File: src/inc/asf_pkg.sv
// Constants shared by the serial flag block and its helpers.
// Assumes a 32-bit AHB-Lite register port and an 8-bit data path.
// ==========================================================
// Register map and fields
package asf_pkg;
    // Byte offsets of the register words
    localparam logic [7:0] ADDR_MAIN = 8'h00;
    localparam logic [7:0] ADDR_ALT = 8'h04;
    localparam logic [7:0] ADDR_DATA = 8'h08;
    localparam logic [7:0] ADDR_CTRL = 8'h0c;
    // Main status bit positions
    localparam int MS_TX_DATA_EMPTY = 7;
    localparam int MS_TC = 6;
    localparam int MS_RX_DATA_FULL = 5;
    localparam int MS_IDLE = 4;
    localparam int MS_OR = 3;
    // Alternative status bit positions
    localparam int AS_EDGE = 7;
    localparam int AS_BERR = 1;
    localparam int AS_BRK = 0;
    // Control bit positions (enables sit at matching status bit, alt ones +8)
    localparam int C_LONG = 0;
    localparam int C_POL = 1;
    localparam int C_BERR_EN = 2;
    localparam int C_BRK_EN = 3;
    localparam int C_MAIN_EN_HI = 7;
    localparam int C_MAIN_EN_LO = 4;
    localparam int C_ALT_EN_HI = 15;
    localparam int C_ALT_EN_LO = 8;
    localparam logic [15:0] CTRL_WMASK = 16'h83ff;
    localparam logic [15:0] CTRL_RST = 16'h0000;
    localparam logic [7:0] ALT_MASK = 8'h83;
    // Arm masks kept across the opposite data access
    localparam logic [7:0] ARM_TX_MASK = 8'hc0;
    localparam logic [7:0] ARM_RX_MASK = 8'h38;
    // Reset values
    localparam logic TX_DATA_EMPTY_RST = 1'b1;
    localparam logic TC_RST = 1'b1;
    localparam logic LINE_IDLE_LVL = 1'b1;
    // Idle character lengths in bit times
    localparam logic [3:0] IDLE_BITS_SHORT = 4'ha;
    localparam logic [3:0] IDLE_BITS_LONG = 4'hb;
    // AHB encodings
    localparam logic [2:0] HSIZE_WORD = 3'h2;
    // Bus slave states
    typedef enum logic {BUS_IDLE = 1'b0, BUS_DATA = 1'b1} asf_bus_t;
endpackage

File: src/design/asf_top.sv
// Status flags, interrupt line and stop handling of an async serial unit.
// Assumes frame shifters and baud generator outside, on the same clock.
`timescale 1ns/100ps
`default_nettype none
module asf_top (
    input wire logic clk, // Bus clock, 10 MHz
    input wire logic resetn, // Synchronous reset, low
    input wire logic hsel, // AHB select
    input wire logic [31:0] haddr, // AHB address
    input wire logic [1:0] htrans, // AHB transfer type
    input wire logic hwrite, // AHB write
    input wire logic [2:0] hsize, // AHB size
    input wire logic [31:0] hwdata, // AHB write data
    input wire logic hready, // AHB bus ready
    output logic [31:0] hrdata, // AHB read data
    output logic hreadyout, // AHB slave ready
    output logic hresp, // AHB response, always OKAY
    input wire logic stop_mode, // High while bus clock is gated
    input wire logic rx_pin, // Serial input pin
    input wire logic bit_tick, // Receiver bit-time pulse
    input wire logic tx_busy, // Data, preamble or break sending
    input wire logic tx_queue, // Preamble or break queued
    input wire logic tx_load, // Shifter took the data byte
    input wire logic tx_serial, // Shifter output level
    input wire logic rx_word_valid, // Received frame complete
    input wire logic [7:0] rx_word, // Received frame data
    input wire logic rx_standby_bit, // Receiver in standby
    input wire logic break_det, // Break received pulse
    input wire logic bit_mismatch, // Tx/rx mismatch pulse
    output logic tx_pin, // Serial output pin
    output logic [7:0] tx_data, // Byte for the shifter
    output logic tx_write, // Pulse: new byte queued
    output logic irq, // Interrupt request, high
    output logic stop_wake // Pulse: edge seen while stopped
);
    // ==========================================================
    // Bus slave
    asf_pkg::asf_bus_t st_r;
    logic [7:0] addr_r;
    logic wr_r;
    wire logic run = ~stop_mode;
    wire logic bus_take = hsel & htrans[1] & hready & (hsize == asf_pkg::HSIZE_WORD);
    wire logic acc = (st_r == asf_pkg::BUS_DATA);
    wire logic rd_acc = acc & ~wr_r;
    wire logic wr_acc = acc & wr_r;
    wire logic rd_main = rd_acc & (addr_r == asf_pkg::ADDR_MAIN);
    wire logic rd_data = rd_acc & (addr_r == asf_pkg::ADDR_DATA);
    wire logic wr_data = wr_acc & (addr_r == asf_pkg::ADDR_DATA);
    wire logic wr_alt = wr_acc & (addr_r == asf_pkg::ADDR_ALT);
    wire logic wr_ctrl = wr_acc & (addr_r == asf_pkg::ADDR_CTRL);

    // Address phase capture, one wait state per transfer
    always_ff @(posedge clk) begin
        if (!resetn) begin
            st_r <= asf_pkg::BUS_IDLE;
            addr_r <= 8'h00;
            wr_r <= 1'b0;
            hreadyout <= 1'b1;
            hresp <= 1'b0;
        end else begin
            hresp <= 1'b0;
            case (st_r)
                asf_pkg::BUS_IDLE: begin
                    if (bus_take & run) begin
                        st_r <= asf_pkg::BUS_DATA;
                        addr_r <= haddr[7:0];
                        wr_r <= hwrite;
                        hreadyout <= 1'b0;
                    end
                end
                asf_pkg::BUS_DATA: begin
                    st_r <= asf_pkg::BUS_IDLE;
                    hreadyout <= 1'b1;
                end
                default: begin
                    st_r <= asf_pkg::BUS_IDLE;
                    hreadyout <= 1'b1;
                end
            endcase
        end
    end

    // ==========================================================
    // Control and data registers
    logic [15:0] ctrl_r;
    logic [7:0] rxd_r;
    wire logic rx_pol = ctrl_r[asf_pkg::C_POL];
    wire logic berr_en = ctrl_r[asf_pkg::C_BERR_EN];
    wire logic brk_en = ctrl_r[asf_pkg::C_BRK_EN];

    // ==========================================================
    // Flags
    logic tx_data_empty_r, tc_r, rx_data_full_r, idle_r, or_r;
    logic edge_r, berr_r, brk_r;
    logic tc_cond_r, idle_blk_r;
    logic [7:0] arm_r;
    logic tx_data_empty_nxt, tc_nxt, rx_data_full_nxt, idle_nxt, or_nxt;
    logic edge_nxt, berr_nxt, brk_nxt, idle_blk_nxt;
    logic [7:0] arm_nxt;
    logic idle_hit;
    logic rx_s, rx_d_r;
    wire logic [7:0] main_byte = {tx_data_empty_r, tc_r, rx_data_full_r, idle_r, or_r, 3'h0};
    wire logic [7:0] alt_byte = {edge_r, 5'h00, berr_r, brk_r};

    // Two-step clears fire only on an armed flag; tc_r also clears on any data write
    wire logic clr_tx_data_empty = wr_data & arm_r[asf_pkg::MS_TX_DATA_EMPTY];
    wire logic clr_tc = wr_data & arm_r[asf_pkg::MS_TC];
    wire logic clr_rx_data_full = rd_data & arm_r[asf_pkg::MS_RX_DATA_FULL];
    wire logic clr_or = rd_data & arm_r[asf_pkg::MS_OR];
    wire logic clr_idle = rd_data & arm_r[asf_pkg::MS_IDLE];
    assign arm_nxt = rd_main ? main_byte :
                     rd_data ? (arm_r & asf_pkg::ARM_TX_MASK) :
                     wr_data ? (arm_r & asf_pkg::ARM_RX_MASK) : arm_r;

    // Transmit side
    wire logic tc_cond = tx_data_empty_r & ~tx_busy;
    wire logic tc_set = tc_cond & ~tc_cond_r;
    assign tx_data_empty_nxt = tx_load ? 1'b1 : (clr_tx_data_empty ? 1'b0 : tx_data_empty_r);
    assign tc_nxt = tc_set ? 1'b1 : ((clr_tc | tx_queue | wr_data) ? 1'b0 : tc_r);

    // Receive side; standby frames raise no flags
    wire logic rx_take = rx_word_valid & ~rx_standby_bit;
    wire logic rx_store = rx_take & ~rx_data_full_r;
    wire logic rx_ovr = rx_take & rx_data_full_r;
    wire logic rxd_load = rx_word_valid & ~rx_data_full_r;
    assign rx_data_full_nxt = rx_store ? 1'b1 : (clr_rx_data_full ? 1'b0 : rx_data_full_r);
    assign or_nxt = rx_ovr ? 1'b1 : (clr_or ? 1'b0 : or_r);
    wire logic idle_set = idle_hit & ~rx_standby_bit & ~idle_blk_r;
    assign idle_nxt = idle_set ? 1'b1 : (clr_idle ? 1'b0 : idle_r);
    assign idle_blk_nxt = rx_store ? 1'b0 : ((clr_idle & idle_r) ? 1'b1 : idle_blk_r);

    // Alternative flags, write one to clear
    wire logic edge_hit = rx_pol ? (rx_s & ~rx_d_r) : (~rx_s & rx_d_r);
    wire logic w1c_edge = wr_alt & hwdata[asf_pkg::AS_EDGE];
    assign edge_nxt = edge_hit ? 1'b1 : (w1c_edge ? 1'b0 : edge_r);
    assign berr_nxt = ~berr_en ? 1'b0 :
                      bit_mismatch ? 1'b1 :
                      (wr_alt & hwdata[asf_pkg::AS_BERR]) ? 1'b0 : berr_r;
    assign brk_nxt = ~brk_en ? 1'b0 :
                     break_det ? 1'b1 :
                     (wr_alt & hwdata[asf_pkg::AS_BRK]) ? 1'b0 : brk_r;

    // Interrupt sources and enables
    wire logic [7:0] main_en = {ctrl_r[asf_pkg::C_MAIN_EN_HI:asf_pkg::C_MAIN_EN_LO], 1'b1, 3'h0};
    wire logic [7:0] alt_en = ctrl_r[asf_pkg::C_ALT_EN_HI:asf_pkg::C_ALT_EN_LO] & asf_pkg::ALT_MASK;
    wire logic irq_any = (|(main_byte & main_en)) | (|(alt_byte & alt_en));

    // Read data selection
    wire logic [31:0] rd_mux = (addr_r == asf_pkg::ADDR_MAIN) ? {24'h000000, main_byte} :
                               (addr_r == asf_pkg::ADDR_ALT) ? {24'h000000, alt_byte} :
                               (addr_r == asf_pkg::ADDR_DATA) ? {24'h000000, rxd_r} :
                               (addr_r == asf_pkg::ADDR_CTRL) ? {16'h0000, ctrl_r} : 32'h00000000;

    // ==========================================================
    // Receive line helpers
    asf_sync u_sync (
        .clk(clk),
        .resetn(resetn),
        .din(rx_pin),
        .dout(rx_s)
    );

    asf_idle u_idle (
        .clk(clk),
        .resetn(resetn),
        .run(run),
        .rx_level(rx_s),
        .bit_tick(bit_tick),
        .long_word(ctrl_r[asf_pkg::C_LONG]),
        .hit(idle_hit)
    );

    // Edge detector runs even while stopped
    always_ff @(posedge clk) begin
        if (!resetn) begin
            rx_d_r <= asf_pkg::LINE_IDLE_LVL;
            edge_r <= 1'b0;
            stop_wake <= 1'b0;
        end else begin
            rx_d_r <= rx_s;
            edge_r <= edge_nxt;
            stop_wake <= stop_mode & edge_hit;
        end
    end

    // Registers hold everything but tx_write, which clears, while stopped; reset aborts all
    always_ff @(posedge clk) begin
        if (!resetn) begin
            ctrl_r <= asf_pkg::CTRL_RST;
            rxd_r <= 8'h00;
            tx_data_empty_r <= asf_pkg::TX_DATA_EMPTY_RST;
            tc_r <= asf_pkg::TC_RST;
            tc_cond_r <= asf_pkg::TC_RST;
            rx_data_full_r <= 1'b0;
            idle_r <= 1'b0;
            or_r <= 1'b0;
            idle_blk_r <= 1'b0;
            berr_r <= 1'b0;
            brk_r <= 1'b0;
            arm_r <= 8'h00;
            hrdata <= 32'h00000000;
            tx_data <= 8'h00;
            tx_write <= 1'b0;
            tx_pin <= asf_pkg::LINE_IDLE_LVL;
            irq <= 1'b0;
        end else if (run) begin
            if (wr_ctrl) begin
                ctrl_r <= hwdata[15:0] & asf_pkg::CTRL_WMASK;
            end
            if (rxd_load) begin
                rxd_r <= rx_word;
            end
            if (rd_acc) begin
                hrdata <= rd_mux;
            end
            if (wr_data) begin
                tx_data <= hwdata[7:0];
            end
            tx_write <= wr_data;
            tx_data_empty_r <= tx_data_empty_nxt;
            tc_r <= tc_nxt;
            tc_cond_r <= tc_cond;
            rx_data_full_r <= rx_data_full_nxt;
            idle_r <= idle_nxt;
            or_r <= or_nxt;
            idle_blk_r <= idle_blk_nxt;
            berr_r <= berr_nxt;
            brk_r <= brk_nxt;
            arm_r <= arm_nxt;
            tx_pin <= tc_r ? asf_pkg::LINE_IDLE_LVL : tx_serial;
            irq <= irq_any;
        end else begin
            tx_write <= 1'b0;
        end
    end
endmodule
`default_nettype wire

File: src/design/asf_sync.sv
// Two-flop synchroniser for the serial input pin.
// Assumes the pin is asynchronous to clk and idles high.
`timescale 1ns/100ps
`default_nettype none
// ==========================================================
// Synchroniser
module asf_sync (
    input wire logic clk, // Bus clock
    input wire logic resetn, // Synchronous reset, low
    input wire logic din, // Asynchronous level
    output logic dout // Synchronised level
);
    logic meta_r;
    // First flop feeds only the second
    always_ff @(posedge clk) begin
        if (!resetn) begin
            meta_r <= asf_pkg::LINE_IDLE_LVL;
            dout <= asf_pkg::LINE_IDLE_LVL;
        end else begin
            meta_r <= din;
            dout <= meta_r;
        end
    end
endmodule
`default_nettype wire

File: src/design/asf_idle.sv
// Counts consecutive high bit times on the receive line.
// Assumes bit_tick pulses once per bit time on clk.
`timescale 1ns/100ps
`default_nettype none
// ==========================================================
// Idle character detector
module asf_idle (
    input wire logic clk, // Bus clock
    input wire logic resetn, // Synchronous reset, low
    input wire logic run, // Low while stopped
    input wire logic rx_level, // Synchronised line level
    input wire logic bit_tick, // One pulse per bit time
    input wire logic long_word, // Word-length select
    output logic hit // Pulse on idle reached
);
    logic [3:0] cnt_r;
    logic [3:0] cnt_nxt;
    wire logic [3:0] limit = long_word ? asf_pkg::IDLE_BITS_LONG : asf_pkg::IDLE_BITS_SHORT;
    wire logic step = run & bit_tick;
    wire logic at_last = rx_level & (cnt_r == limit - 4'h1);
    // Count saturates at limit until a low bit restarts it
    assign cnt_nxt = !rx_level ? 4'h0 : (cnt_r == limit) ? cnt_r : cnt_r + 4'h1;
    always_ff @(posedge clk) begin
        if (!resetn) begin
            cnt_r <= 4'h0;
            hit <= 1'b0;
        end else begin
            hit <= step & at_last;
            if (step) begin
                cnt_r <= cnt_nxt;
            end
        end
    end
endmodule
`default_nettype wire

File: config.mk
export PLATFORM = sky130hd
export DESIGN_NAME = asf_top
export DESIGN_NICKNAME = d
export VERILOG_FILES = /design/src/inc/asf_pkg.sv /design/src/design/asf_top.sv /design/src/design/asf_sync.sv /design/src/design/asf_idle.sv
export SDC_FILE = /design/constraint.sdc
export NUM_CORES = 1
export LEC_CHECK = 0
export BUFFER_PORTS_ARGS = -buffer_cell sky130_fd_sc_hd__buf_2
export CAP_MARGIN = 25
export CORE_MARGIN = 2
export CORE_UTILIZATION = 40
export CTS_CLUSTER_DIAMETER = 40
export CTS_CLUSTER_SIZE = 24
export DETAILED_ROUTE_END_ITERATION = 6
export PLACE_DENSITY = 0.77
export SLEW_MARGIN = 25
export SYNTH_ARGS = -nofsm -noshare
export SYNTH_HDL_FRONTEND = slang
export SYNTH_SLANG_ARGS = --single-unit
File: constraint.sdc
create_clock -name clk -period 2.9 [get_ports clk]
set_clock_uncertainty 0.1 [all_clocks]
set_input_delay 0.145 -clock clk [delete_from_list [all_inputs] [get_ports clk]]
set_output_delay 0.145 -clock clk [all_outputs]
set_load 0.05 [all_outputs]
==> run summary <==
result of the run = finished clean
number of vias per cell after detailed routing = 5.23
worst reg2reg startpoint = addr_r[2]
synthesized netlist cell count = 375
share of synthesized registers carrying an async set or reset = 0
transition time of the tightest slew-check pin = 0.734 ns
number of enable flip-flop cells after synthesis = 0
portion of total power attributed to combinational logic = 0.105
clock insertion delay at the later pin of the skew report = 0.35 ns
post-route clock period utilization = 0.826
ports placed on the boundary = 139
chip height = 96.7 um
number of gates given a new drive strength after cts = 0
number of DRC markers after the initial detailed-route iteration = 182
leakage power total = 0.00191 uW
Diodes inserted = 0
post-route antenna net violation count = 0
first-pass iteration count of the detailed router = 4
starting utilization of the core area = 0.416
crit path time final = 2.40 ns
placement row count = 33
utilization of the core after routing = 0.523
number of max-cap violations = 0
number of filler instances in the final layout = 778
count of final hold-check violations = 0
Die Footprint = 9340 um^2
die extent in x = 96.7 um
final-report setup violation count = 0
global-route wire length before repair = 13.7 mm
register-to-register setup slack = 0.50 ns
total vias in the final route = 3029
synthesis-stage register bit count = 75
most common cell after layout, fill and taps aside = dfxtp_1
number of levels in the clock H-tree = 3
last weighted congestion value of the routability-driven placer = 0.807
worst slew margin relative to its limit = 0.509
worst stage delay on the critical path = 0.67 ns
worst min path class = in -> reg
maximum clock path buffer count = 2
net load switching power = 546 uW
pin count of the biggest net entering global routing = 37
number of remaining DRC errors = 0
buffer cell driving the clock tree root = clkbuf_8
minimum hold slack = 0.0127 ns
distinct cell type count after synthesis = 58
post-DR wirelength/cell = 14.0 um
highest-count cells in the layout ignoring fill and taps = dfxtp_1, buf_2, nand2_1
power share of the sequential group = 0.490
leading area contributor after synthesis = dfxtp_1
Crit path arrival time = 2.53 ns
Buf/Inv on CP = 1
initial antenna violation count = 0
total of warnings raised by yosys = 0
post-synthesis area per instance = 9.16 um^2
Critical path destination = brk_r
cell-by-cell trace of the critical path = or3b_2 > nor3_1 > a311oi_1 > dlygate4sd3_1
highest net fanout along the worst path = 18
logic depth of the worst register-to-register path = 4
sequential area share after synthesis = 0.437
CTS tree = done
Layout Nets = 563
WP data required = 3.04 ns
via count of the first global-routing pass = 2948
Inserted Clock Buffers = 9
slowest cell on the critical path = dfxtp_1
fraction of layout cells with a size suffix above 1 = 0.213
wire length after detailed routing = 8.09 mm
number of pins with negative max-slew slack in the final report = 0
Worst Setup Path Type = reg -> reg
IR drop worst, VDD = 0.000210 V
global-route total usage across every layer = 0.177
core region area = 8260 um^2
Peak Freq = 0.417 GHz
fraction of power spent switching nets = 0.252
Pint = 1620 uW
unrepaired setup endpoints after global routing = false
clock slew seen by the registers of the worst setup and hold paths = 0.08 ns
top cells by area, synth = dfxtp_1, mux2i_1, nand2_1
area added between synthesis and finish = 25.7%
Setup TNS Final = 0 ns
kind of cell adding the most delay to the critical path = simple AND/OR/NAND/NOR gates
total power density per cell area = 501 nW/um^2
count of buffers inserted at the top-level ports = 70
TritonCTS sink count = 75
destination of the worst register-to-register timing path = brk_r
count of cell instances traversed by the critical path = 4
type of origin of the critical path = register
Remaining Overflow, GRT = 0
nature of the critical path endpoint = register
dominant register cell in the synthesized netlist = dfxtp_1
clock network fraction of total power = 0.405
total half-perimeter wirelength after legalization and detailed placement = 5.82 mm
post-synthesis instance area = 3430 um^2
Yosys top cell area share = 0.437
launching element of the worst setup path = addr_r[2]
## layout make-up
cell class | count | area (um^2) | share of cell area
clock buffers | 10 | 128 | 0.0296
clock inverters | 6 | 88.8 | 0.0206
inverters | 3 | 11.3 | 0.00261
multi-input cells | 270 | 1720 | 0.399
flip-flops and latches | 75 | 1500 | 0.348
well taps | 105 | 131 | 0.0304
repair buffers | 110 | 736 | 0.170
## worst min-delay path: stages
cell     delay, ns
buf_2         0.10
nor2_1        0.05
nand3_1       0.08
a21oi_1       0.06
## how the worst min path moves through the flow
stage,startpoint,to,slack (ns),depth (start not counted)
floorplan,rx_pin,u_sync.meta_r,0.15,1
global placement,rx_pin,u_sync.meta_r,0.23,2
detailed placement,rx_pin,u_sync.meta_r,0.24,2
CTS,rx_standby_bit,or_r,0.0005,4
global route,tx_queue,tc_r,0.03,3
finish,rx_standby_bit,or_r,0.01,4
## through the flow
stage	power, uW	std cells	area [um^2]	worst slack, ns
floorplan	1240	396	3510	1.26
global placement	1270	529	3760	0.890
detailed placement	1280	529	3760	0.825
CTS	2180	579	4320	0.532
global route	2240	579	4320	0.409
finish	2160	579	4320	0.505
## sequential cells by signal, summed over array words and instances, names as in the netlist, 4 cells and up
signal        flops
rxd_r             8
u_idle.cnt_r      4
addr_r            8
tx_data           8
ctrl_r           11
arm_r             4
hrdata           11
## Yosys cell counts (4+ instances only)
| cell type | count |
|---|---|
| clkbuf_1 | 18 |
| o21ai_1 | 8 |
| nor3b_1 | 4 |
| nand3_1 | 19 |
| buf_2 | 7 |
| dfxtp_1 | 75 |
| nand2_1 | 54 |
| o21ai_0 | 11 |
| nor2_1 | 15 |
| nand2b_1 | 8 |
| o22ai_1 | 4 |
| a22o_1 | 10 |
| mux2i_1 | 35 |
| a21oi_1 | 15 |
| buf_4 | 22 |
| nor3_1 | 5 |
## what timing repair did
item,CTS,global route
setup buffers,0,0
hold buffers,34,0
hold endpoints to repair,42,0
## kinds of logic (layout without fill, tap and decap cells)
group,Yosys count,in the layout,share of synthesized area
flops,75,75,0.437
xor+xnor,2,2,0.00510
other cells,1,22,0.00109
buf+inv,51,129,0.0845
mux,39,39,0.118
compound gates,71,71,0.139
simple gates,135,135,0.211
fa+ha+maj,1,1,0.00364
## routing by layer
metal  share of wire  up-vias  track usage  wire [um]
met1            0.44     1439        0.216       3520
li1                -     1489            -          -
met3           0.056        9       0.0513        452
met5               0        -            0          0
met4           0.016        0       0.0607        127
met2            0.49       92        0.298       3990
## power groups by stage
stage | sequential, uW | clock (uW) | combinational (uW)
detailed placement | 1080 | 0 | 193
CTS | 1060 | 893 | 227
global route | 1060 | 930 | 248
finish | 1060 | 875 | 228
floorplan | 1080 | 0 | 161
global placement | 1080 | 0 | 189
(Power assumes the default switching activity.)
